## src/dsr_regs.svh

```systemverilog
// constants for the deep sleep release and identifier command path
// assumes a 25 MHz system clock and an 8-bit opcode shifted msb first
`ifndef DSR_REGS_SVH
`define DSR_REGS_SVH

// ****************************************************************
// opcodes and frame layout
// ****************************************************************
`define DSR_OP_RELEASE 8'hAB
`define DSR_OP_ENTRY 8'hB9
`define DSR_OP_BITS 5'h08
`define DSR_DUMMY_CLKS 5'h03
`define DSR_STREAM_START (`DSR_OP_BITS + `DSR_DUMMY_CLKS)
`define DSR_ID_WIDTH 16
`define DSR_ID_LAST 4'hF

// ****************************************************************
// pin positions in the synchroniser vector
// ****************************************************************
`define DSR_PIN_CS 0
`define DSR_PIN_SCK 1
`define DSR_PIN_MOSI 2
`define DSR_PIN_COUNT 3

// ****************************************************************
// timing
// ****************************************************************
`define DSR_CLK_PERIOD_NS 40
`define DSR_SBR_TIME_NS 10000
`define DSR_SBR_CYCLES (`DSR_SBR_TIME_NS / `DSR_CLK_PERIOD_NS)
`define DSR_TIMER_WIDTH 8

`endif

```

## src/dsr_pkg.sv

```systemverilog
// types shared by the deep sleep release blocks
// assumes dsr_regs.svh for widths
`default_nettype none
`include "dsr_regs.svh"

package dsr_pkg;
    // power state of the device
    typedef enum logic [1:0]
    {
        DSR_PS_STANDBY = 2'b00,
        DSR_PS_SLEEP = 2'b01,
        DSR_PS_WAKE = 2'b10
    } dsr_pwr_t;

    typedef logic [`DSR_ID_WIDTH-1:0] dsr_word_t;
endpackage : dsr_pkg

`default_nettype wire

```

## src/dsr_buf_if.sv

```systemverilog
// handshake bundle between the command path and its identifier buffer
// assumes one clock domain for both ends
`timescale 1ns/1ps
`default_nettype none

interface dsr_buf_if;
    logic in_valid;
    logic in_ready;
    dsr_pkg::dsr_word_t in_data;
    logic out_valid;
    logic out_ready;
    dsr_pkg::dsr_word_t out_data;

    modport fill (output in_valid, output in_data, input in_ready,
                  input out_valid, input out_data, output out_ready);
    modport store (input in_valid, input in_data, output in_ready,
                   output out_valid, output out_data, input out_ready);
endinterface : dsr_buf_if

`default_nettype wire

```

## src/dsr_fifo2.sv

```systemverilog
// two-entry buffer for identifier words
// assumes synchronous valid/ready on both sides, one clock
`timescale 1ns/1ps
`default_nettype none

module dsr_fifo2 (
    input wire logic sys_clk_i,
    input wire logic rst_i,
    dsr_buf_if.store bus
);
    dsr_pkg::dsr_word_t mem_q [2];
    dsr_pkg::dsr_word_t mem_d [2];
    logic wr_q, wr_d, rd_q, rd_d, rdy_q, rdy_d;
    logic [1:0] cnt_q, cnt_d;
    logic push, pop;

    // ****************************************************************
    // next state
    // ****************************************************************
    always_comb
    begin
        push = bus.in_valid & rdy_q;
        pop = bus.out_ready & (cnt_q != 2'h0);
        mem_d = mem_q;
        wr_d = wr_q;
        rd_d = rd_q;
        cnt_d = cnt_q;
        if (push)
        begin
            mem_d[wr_q] = bus.in_data;
            wr_d = ~wr_q;
        end
        if (pop)
        begin
            rd_d = ~rd_q;
        end
        if (push && !pop)
        begin
            cnt_d = cnt_q + 2'h1;
        end
        else if (pop && !push)
        begin
            cnt_d = cnt_q - 2'h1;
        end
        // registered ready keeps the source side free of combinational paths
        rdy_d = (cnt_d != 2'h2);
    end

    // registers only
    always_ff @(posedge sys_clk_i or posedge rst_i)
    begin
        if (rst_i)
        begin
            mem_q[0] <= '0;
            mem_q[1] <= '0;
            wr_q <= 1'b0;
            rd_q <= 1'b0;
            cnt_q <= 2'h0;
            rdy_q <= 1'b0;
        end
        else
        begin
            mem_q <= mem_d;
            wr_q <= wr_d;
            rd_q <= rd_d;
            cnt_q <= cnt_d;
            rdy_q <= rdy_d;
        end
    end

    assign bus.in_ready = rdy_q;
    assign bus.out_valid = (cnt_q != 2'h0);
    assign bus.out_data = mem_q[rd_q];
endmodule : dsr_fifo2

`default_nettype wire

```

## src/dsr_top.sv

```systemverilog
// serial command path that releases the device from deep sleep
// and streams the part identifier; serial pins are oversampled by
// the 25 MHz system clock, the serial clock is not used as a clock
`timescale 1ns/1ps
`default_nettype none
`include "dsr_regs.svh"

module dsr_top (
    input wire logic sys_clk_i,
    input wire logic rst_i,
    input wire logic cs_n_i,
    input wire logic sclk_i,
    input wire logic mosi_i,
    input wire logic busy_i,
    input wire dsr_pkg::dsr_word_t part_id_i,
    input wire logic part_id_valid_i,
    output logic part_id_ready_o,
    output logic miso_o,
    output logic miso_oe_o,
    output logic deep_sleep_o,
    output logic standby_o
);
    localparam int CHK_WAKE_MAX = `DSR_SBR_CYCLES;

    dsr_buf_if buf_bus ();

    // ****************************************************************
    // pin synchronisers
    // ****************************************************************
    logic [`DSR_PIN_COUNT-1:0] s1_q, s2_q, s3_q, filt_q, prev_q;
    logic [`DSR_PIN_COUNT-1:0] filt_d, pins;
    logic active, cs_rise, sck_rise, sck_fall, mosi;

    // a change counts only once stages two and three agree
    always_comb
    begin
        pins = '0;
        pins[`DSR_PIN_CS] = cs_n_i;
        pins[`DSR_PIN_SCK] = sclk_i;
        pins[`DSR_PIN_MOSI] = mosi_i;
        filt_d = (s3_q & ~(s2_q ^ s3_q)) | (filt_q & (s2_q ^ s3_q));
    end

    // stage one feeds only stage two
    always_ff @(posedge sys_clk_i or posedge rst_i)
    begin
        if (rst_i)
        begin
            s1_q <= 3'h7;
            s2_q <= 3'h7;
            s3_q <= 3'h7;
            filt_q <= 3'h7;
            prev_q <= 3'h7;
        end
        else
        begin
            s1_q <= pins;
            s2_q <= s1_q;
            s3_q <= s2_q;
            filt_q <= filt_d;
            prev_q <= filt_q;
        end
    end

    // edge strobes of the filtered pins
    assign active = ~filt_q[`DSR_PIN_CS];
    assign cs_rise = filt_q[`DSR_PIN_CS] & ~prev_q[`DSR_PIN_CS];
    assign sck_rise = filt_q[`DSR_PIN_SCK] & ~prev_q[`DSR_PIN_SCK];
    assign sck_fall = ~filt_q[`DSR_PIN_SCK] & prev_q[`DSR_PIN_SCK];
    assign mosi = filt_q[`DSR_PIN_MOSI];

    // ****************************************************************
    // frame decode, power state and identifier shifter
    // ****************************************************************
    dsr_pkg::dsr_pwr_t ps_q, ps_d;
    logic [`DSR_TIMER_WIDTH-1:0] tmr_q, tmr_d;
    logic [4:0] bit_q, bit_d;
    logic [7:0] sh_in_q, sh_in_d, opcode;
    logic rel_q, rel_d, ent_q, ent_d, miso_q, miso_d, oe_q, oe_d;
    dsr_pkg::dsr_word_t sh_out_q, sh_out_d, word;
    logic [3:0] obits_q, obits_d;
    logic pop, load;

    always_comb
    begin
        ps_d = ps_q;
        tmr_d = tmr_q;
        bit_d = bit_q;
        sh_in_d = sh_in_q;
        rel_d = rel_q;
        ent_d = ent_q;
        miso_d = miso_q;
        oe_d = oe_q;
        sh_out_d = sh_out_q;
        obits_d = obits_q;
        pop = 1'b0;
        opcode = {sh_in_q[6:0], mosi};
        load = (obits_q == 4'h0);
        word = buf_bus.out_valid ? buf_bus.out_data : '0;
        // standby return countdown; frames are not taken meanwhile
        if (ps_q == dsr_pkg::DSR_PS_WAKE)
        begin
            tmr_d = tmr_q - 8'h01;
            if (tmr_q == 8'h01)
            begin
                ps_d = dsr_pkg::DSR_PS_STANDBY;
            end
        end
        if (!active || ps_q == dsr_pkg::DSR_PS_WAKE)
        begin
            bit_d = 5'h00;
            obits_d = 4'h0;
        end
        else if (sck_rise)
        begin
            sh_in_d = opcode;
            if (bit_q != `DSR_STREAM_START)
            begin
                bit_d = bit_q + 5'h01;
            end
            if (bit_q == `DSR_OP_BITS - 5'h01)
            begin
                rel_d = (opcode == `DSR_OP_RELEASE);
                // in sleep only the release opcode is decoded
                ent_d = (opcode == `DSR_OP_ENTRY) && (ps_q != dsr_pkg::DSR_PS_SLEEP);
            end
        end
        else if (sck_fall && rel_q && bit_q == `DSR_STREAM_START)
        begin
            // continuous stream; word refills from the buffer every 16 bits
            oe_d = 1'b1;
            if (load)
            begin
                pop = 1'b1;
                miso_d = word[`DSR_ID_WIDTH-1];
                sh_out_d = {word[`DSR_ID_WIDTH-2:0], 1'b0};
                obits_d = `DSR_ID_LAST;
            end
            else
            begin
                miso_d = sh_out_q[`DSR_ID_WIDTH-1];
                sh_out_d = {sh_out_q[`DSR_ID_WIDTH-2:0], 1'b0};
                obits_d = obits_q - 4'h1;
            end
        end
        // end of frame: act on the decoded opcode
        if (cs_rise)
        begin
            oe_d = 1'b0;
            rel_d = 1'b0;
            ent_d = 1'b0;
            if (rel_q && ps_q == dsr_pkg::DSR_PS_SLEEP)
            begin
                ps_d = dsr_pkg::DSR_PS_WAKE;
                tmr_d = `DSR_TIMER_WIDTH'(`DSR_SBR_CYCLES);
            end
            else if (ent_q && !busy_i && ps_q == dsr_pkg::DSR_PS_STANDBY)
            begin
                ps_d = dsr_pkg::DSR_PS_SLEEP;
            end
        end
    end

    // registers only
    always_ff @(posedge sys_clk_i or posedge rst_i)
    begin
        if (rst_i)
        begin
            ps_q <= dsr_pkg::DSR_PS_STANDBY;
            tmr_q <= '0;
            bit_q <= '0;
            sh_in_q <= '0;
            rel_q <= 1'b0;
            ent_q <= 1'b0;
            miso_q <= 1'b0;
            oe_q <= 1'b0;
            sh_out_q <= '0;
            obits_q <= '0;
            deep_sleep_o <= 1'b0;
            standby_o <= 1'b1;
        end
        else
        begin
            ps_q <= ps_d;
            tmr_q <= tmr_d;
            bit_q <= bit_d;
            sh_in_q <= sh_in_d;
            rel_q <= rel_d;
            ent_q <= ent_d;
            miso_q <= miso_d;
            oe_q <= oe_d;
            sh_out_q <= sh_out_d;
            obits_q <= obits_d;
            deep_sleep_o <= (ps_d == dsr_pkg::DSR_PS_SLEEP);
            standby_o <= (ps_d == dsr_pkg::DSR_PS_STANDBY);
        end
    end

    // ****************************************************************
    // identifier buffer; ready is a flop inside the buffer
    // ****************************************************************
    assign buf_bus.in_valid = part_id_valid_i;
    assign buf_bus.in_data = part_id_i;
    assign buf_bus.out_ready = pop;
    assign part_id_ready_o = buf_bus.in_ready;
    assign miso_o = miso_q;
    assign miso_oe_o = oe_q;

    dsr_fifo2 u_buf (
        .sys_clk_i(sys_clk_i),
        .rst_i(rst_i),
        .bus(buf_bus.store)
    );
endmodule : dsr_top

`default_nettype wire

```

## config.mk

```make
export PLATFORM = sky130hd
export DESIGN_NAME = dsr_top
export DESIGN_NICKNAME = d
export VERILOG_FILES = /design/src/dsr_pkg.sv /design/src/dsr_buf_if.sv /design/src/dsr_fifo2.sv /design/src/dsr_top.sv
export VERILOG_INCLUDE_DIRS = /design/src
export SDC_FILE = /design/constraint.sdc
export NUM_CORES = 1
export LEC_CHECK = 0
export BUFFER_PORTS_ARGS = -buffer_cell sky130_fd_sc_hd__buf_4
export CAP_MARGIN = 20
export CORE_AREA = 4 4 93 95
export DETAILED_ROUTE_END_ITERATION = 8
export DIE_AREA = 0 0 97 99
export PLACE_DENSITY = 0.82
export SYNTH_ARGS = -nofsm -noshare
export SYNTH_HDL_FRONTEND = slang
export SYNTH_SLANG_ARGS = --single-unit
```

## constraint.sdc

```tcl
create_clock -name sys_clk_i -period 5.1 [get_ports sys_clk_i]
set_input_delay 0.51 -clock sys_clk_i [delete_from_list [all_inputs] [get_ports sys_clk_i]]
set_output_delay 0.51 -clock sys_clk_i [all_outputs]
set_load 0.02 [all_outputs]
```

# Word-level counts from Yosys, hierarchy flattened
# Index checks and enable logic that the tools add are counted.
[totals] reg_bits=99 inputBits=23 output_inout_bits=5 elab_cells=135
[op_classes] add_sub_neg=5 order_cmp=3 n_eq_ne=14 mux=42 n_bitwise=19 n_reduce_logical=29
[op_table] cell="16-bit 2-to-1 mux" n=6
[op_table] cell="32-bit bitwise mux" n=1
[op_table] cell="8-bit 2-to-1 mux" n=3
[op_table] cell="1-bit 2-to-1 mux" n=17
[op_table] cell="16-bit demux with 1-bit select" n=1
[op_table] cell="8-bit equality test, second input constant" n=2
[op_table] cell="4-bit 2-to-1 mux" n=4
[op_table] cell="5-bit 2-to-1 mux" n=3
[op_table] cell="2-bit 2-to-1 mux" n=7
[op_table] cell="2-bit nonzero test" n=7
[op_table] cell="1-bit logical AND" n=9
[op_table] cell="3-bit AND reduction" n=3
[op_table] cell="8-bit by 1-bit equality test with 1-bit output, second input constant" n=1
[op_table] cell="8-bit by 1-bit subtractor with 8-bit output, second input constant" n=1
[op_table] cell="1-bit NOT" n=7
[op_table] cell="3-bit AND" n=2
[op_table] cell="2-bit inequality test, second input constant" n=3
[op_table] cell="2-bit AND reduction" n=3
[op_table] cell="5-bit by 1-bit adder with 5-bit output, second input constant" n=1
[op_table] cell="1-bit AND" n=5
[op_table] cell="5-bit by 3-bit equality test with 1-bit output, second input constant" n=1
[op_table] cell="5-bit by 4-bit equality test with 1-bit output, second input constant" n=1
[op_table] cell="5-bit by 4-bit inequality test with 1-bit output, second input constant" n=1
[op_table] cell="2-bit by 1-bit equality test with 1-bit output, second input constant" n=2
[op_table] cell="15 further kinds" n=21

# Depth between registers and ports, before layout
[depth] word_depth=12 ltp_mapped=8 mapped_depth_nobuf=7

# Cells and area by module
# Synthesis repeated with hierarchy kept, for this count alone.
[hier_totals] hier_cells=356 area_unflattened_um2=4489.3
[by_module_without_submodules] module="dsr_top" n_inst=1 cells_per_inst=246 area_per_inst_um2=2830.2 seq_area_each_um2=1545.2
[by_module_without_submodules] module="dsr_fifo2" n_inst=1 cells_per_inst=110 area_per_inst_um2=1659.1 seq_area_each_um2=925.9

# Worst setup path after synthesis
# OpenSTA, ideal clock, no wires.
[synth_timing] path_type="reg2reg" from="register bit_q[0]" to="register sh_out_q[8]" setup_ns=0.126 arrival_time_ns=1.735 required_ns=4.974 path_slack_ns=3.239 stages_incl_launch_ff=9 n_path_buf=2 period_less_slack_ns=1.861 path_cell_list="dfrtp_1 -> ha_1 -> and4bb_1 -> and4b_4 -> nand2b_4 -> buf_6 -> nor2b_4 -> buf_6 -> a221o_2"
[synth_between] elab_chain_cells=3
[synth_rtl] item="start, declared" line="dsr_top.sv:77" rtl="logic [4:0] bit_q, bit_d;"
[synth_rtl] item="start signal, assigned" line="dsr_top.sv:186" rtl="bit_q <= bit_d;"
[synth_rtl] item="5-bit by 4-bit equality test with 1-bit output (no source line)"
[synth_rtl] item="1-bit logical AND (no source line)"
[synth_rtl] item="3-bit AND reduction (no source line)"
[synth_rtl] item="end signal, assigned" line="dsr_top.sv:192" rtl="sh_out_q <= sh_out_d;"
[synth_rtl] item="end, declared" line="dsr_top.sv:80" rtl="dsr_pkg::dsr_word_t sh_out_q, sh_out_d, word;"
# Every way passes these cells.
# A chain may end at the register's enable or synchronous reset.

# Worst setup path in the final report
[layout_timing] from="register obits_q[0]" to="register u_buf.cnt_q[1]"
[layout_between] elab_chain_cells=9 word_cells_on_any_way=11 cone_classes="mux (6); bitwise (1); reduce/logical (4)"
[layout_rtl] item="start, declared" line="dsr_top.sv:81" rtl="logic [3:0] obits_q, obits_d;"
[layout_rtl] item="start signal, assigned" line="dsr_top.sv:193" rtl="obits_q <= obits_d;"
[layout_rtl] item="4-bit zero test (*)" line="dsr_top.sv:98" rtl="load = (obits_q == 4'h0);"
[layout_rtl] item="1-bit 2-to-1 mux (*)" line="dsr_top.sv:132" rtl="if (load)"
[layout_rtl] item="1-bit 2-to-1 mux (*)" line="dsr_top.sv:128" rtl="else if (sck_fall && rel_q && bit_q == `DSR_STREAM_START)"
[layout_rtl] item="1-bit 2-to-1 mux (*)" line="dsr_top.sv:114" rtl="else if (sck_rise)"
[layout_rtl] item="1-bit 2-to-1 mux (*)" line="dsr_top.sv:109" rtl="if (!active || ps_q == dsr_pkg::DSR_PS_WAKE)"
[layout_rtl] item="1-bit AND (*)" line="dsr_fifo2.sv:23" rtl="pop = bus.out_ready & (cnt_q != 2'h0);"
[layout_rtl] item="1-bit logical AND / 1-bit zero test (equally long branches)" line="dsr_fifo2.sv:41, dsr_fifo2.sv:37"
[layout_rtl] item="2-bit 2-to-1 mux / 1-bit logical AND (equally long branches)" line="dsr_fifo2.sv:41, dsr_fifo2.sv:37"
[layout_rtl] item="2-bit 2-to-1 mux (*)" line="dsr_fifo2.sv:37" rtl="if (push && !pop)"
[layout_rtl] item="net u_buf.cnt_d[1]" line="dsr_fifo2.sv:14" rtl="logic [1:0] cnt_q, cnt_d;"
[layout_rtl] item="end signal, assigned" line="dsr_fifo2.sv:66" rtl="cnt_q <= cnt_d;"
[layout_rtl] item="end, declared" line="dsr_fifo2.sv:14"
# The timed path passes the listed nets; every way through them passes the cells marked *.

==> flow_summary.json <==
{
  "fin_crit_ns": 2.560,
  "synth_compound_area_share_pct": 6.579,
  "grt_use_met2_pct": 26.96,
  "htreeDepth": 3,
  "overflow": 0,
  "grt_pass1_wl_mm": 12.36,
  "path_class": "reg2reg",
  "start_util_pct": 54.15,
  "cts_max_path_buffers": 2,
  "place_congestion": 0.7588,
  "insertion_delay_ns": 0.37,
  "tns_ns": 0,
  "utilization_pct": 60.74,
  "yosysWarnings": 0,
  "hold_violations": 0,
  "dieArea_mm2": 0.009603,
  "first_global_vias": 2673,
  "clkTransAtPathRegs_ns": 0.09,
  "post_cts_buffers": 0,
  "synth_fp_nets": 346,
  "p_int_mw": 1.521,
  "synth_seq_cells": 98,
  "setup_violations": 0,
  "met3_usage_pct": 3.397,
  "tightest_slew_ns": 0.9935,
  "ctsResizeCount": 0,
  "syn-cell-area_mm2": 0.004184,
  "switching_power_mw": 0.5313,
  "synth_top_area_cell": "dfrtp_1",
  "cts_tree": "built",
  "met1_usage_pct": 20.16,
  "grt_max_degree": 59,
  "finalClockSkew_ns": 0.01435,
  "first_iter_violations": 110,
  "die_w_um": 97,
  "maxCapViolCount": 0,
  "num_rows": 32,
  "crit_fanout": 21,
  "crit_required_ns": 5.34,
  "hpwlAfterDp_mm": 4.834,
  "p_leak_nw": 2.089,
  "netlist.area_leader.share_pct": 49.64,
  "ctsHoldBuffers": 0,
  "antenna_cells": 0,
  "fmax_mhz": 390.7,
  "ys_dominant_reg_cell": "dfrtp_1",
  "endpoint_kind": "flip-flop",
  "yosysSeqAreaShare_pct": 59.06,
  "root_buffer": "clkbuf_8",
  "synthTopCellsByCount": "83 x dfrtp_1, 41 x mux2_2, 32 x nor2_1, 17 x mux2i_1, 15 x dfstp_2",
  "fin_nets": 374,
  "power_frac_comb_pct": 18.8,
  "avgSynthCellArea_um2": 13.20,
  "antenna_found_initial": 0,
  "synth_cell_types": 51,
  "ant_nets": 0,
  "ioPinCount": 28,
  "io_buffers": 27,
  "total_power_mw": 2.052,
  "numCtsBuffers": 9,
  "switching_share_pct": 25.89,
  "synth_top_family_by_area": "multiplexers",
  "drive_gt1_share_pct": 34.00,
  "track_usage_pct": 15.82,
  "detail_route.wl_per_cell_um": 15.89,
  "core_area_mm2": 0.007727,
  "status": "completed",
  "power.density_mw_per_mm2": 437.3,
  "synth_most_common_cell": "dfrtp_1",
  "ir_worst_vdd_v": 0.0002545,
  "clock_power_share_pct": 29.3,
  "synth_xor_area_share_pct": 2.691,
  "arrival_ns": 2.80,
  "busiest_layer": "met2",
  "hp-class": "in2async",
  "syn_inst": 317,
  "post-route-period-util_pct": 50.19,
  "viasPerCell": 5.611,
  "grt_setup_unrepaired": "no",
  "area_growth_pct": 12.17,
  "p_seq_share_pct": 51.9,
  "vias": 2536,
  "r2r_start": "obits_q[0]",
  "synth_adder_area_share_pct": 2.512,
  "async_reset_ff_share_pct": 100.0,
  "drc": 0,
  "synthMuxAreaShare_pct": 15.10,
  "worst_setup_path_start_kind": "flip-flop",
  "synth_edf_count": 0,
  "clkSinkCount": 98,
  "slew_viol_final": 0,
  "post-place-ws_ns": 2.556,
  "synthSimpleGateAreaFrac_pct": 11.48,
  "setup_ws_ns": 2.540,
  "worstSetupStartpoint": "obits_q[0]",
  "drtPass1Iterations": 4,
  "die_h_um": 99,
  "yosys-top-cells-area": "dfrtp_1 50%, mux2_2 11%, dfstp_2 9.4%",
  "relSlewSlack_pct": 33.77,
  "wl_mm": 7.181
}
-- metal layers --
metal	wire, µm	vias up
li1	-	1181
met1	3237	1303
met2	3607	46
met3	254	6
met4	81	0
met5	0	-
-- worst max-delay path: stages, from the launching register on --
cell     delay, ns
dfrtp_1       0.41
inv_1         0.09
ha_1          0.16
or3b_1        0.43
nor4_2        0.22
nand2_1       0.50
nand3_1       0.26
or3b_1        0.38
-- logic make-up (layout without fill, tap and decap cells) --
| logic type | after synthesis | after routing |
|---|---|---|
| AOI/OAI and AO/OA | 34 | 34 |
| xor gates and xnor gates | 12 | 12 |
| adders and majority gates | 9 | 9 |
| buffers and inverters | 19 | 52 |
| DFF | 98 | 98 |
| muxes | 58 | 58 |
| and+or+nand+nor | 87 | 87 |
-- worst paths after layout --
path                                   end  slack [ns]  depth (start not counted)
max                         u_buf.cnt_q[1]        2.54                          7
max reg2reg                 u_buf.cnt_q[1]        2.54                          7
max in group asynchronous  u_buf.mem_q[31]        3.73                          3
min reg2reg                        s2_q[1]        0.36                          0
min                                ps_q[0]        0.23                          2
min in group sys_clk_i             s1_q[2]        0.25                          1
-- cell type report --
class                   count  area, µm²
clock buffers               9      123.9
clock inverters             7      123.9
fillers                   602       3034
inverters                   8      31.28
multi-input cells         200       1605
flip-flops and latches     98       2471
well taps                 102      127.6
repair buffers             28      210.2
-- power groups by stage --
stage,combinational [mW],clock (mW),sequential (mW)
2_1_floorplan,0.316,0,1.05
3_3_place_gp,0.374,0,1.07
3_5_place_dp,0.394,0,1.08
4_1_cts,0.395,0.614,1.06
5_1_grt,0.429,0.644,1.09
6_report,0.387,0.601,1.06
-- placed cells by master (no fill, tap or decap), types with 2 or more instances in the layout --
master     count
xnor2_1        6
a21oi_1        6
xor2_1         5
nand3_1        7
nor3_1         3
dfstp_2       15
buf_4         28
nand4b_1       2
nand2b_1       4
a31oi_1        2
bufinv_16      3
ha_1           6
a221o_1        8
o21ai_0        6
or2_2          2
inv_6          2
nor2_1        32
dfrtp_1       83
mux2_2        41
clkbuf_8       9
nor2b_1        4
or4_1          2
or3b_1         2
mux2i_1       17
inv_1          7
a221o_2        7
nand2_1       13
maj3_1         3
nand4_1        2
-- state kept, by name, summed over array words and instances, names as in the netlist, 2 cells and up, named ones only --
register     flops
sh_out_q        15
u_buf.cnt_q      2
prev_q           2
tmr_q            8
ps_q             2
u_buf.mem_q     32
obits_q          4
s3_q             3
s1_q             3
sh_in_q          7
s2_q             3
bit_q            5
-- stage by stage --
stage / cell area (µm²) / cells / hold slack (ns)
global route: 4693 / 452 / 0.2295
finish: 4693 / 452 / 0.2321
CTS: 4693 / 452 / 0.2353
detailed placement: 4446 / 436 / 0.3468
floorplan: 4184 / 317 / 0.3452
global placement: 4446 / 436 / 0.3457
No activity file was read; power rests on OpenSTA's default activity.
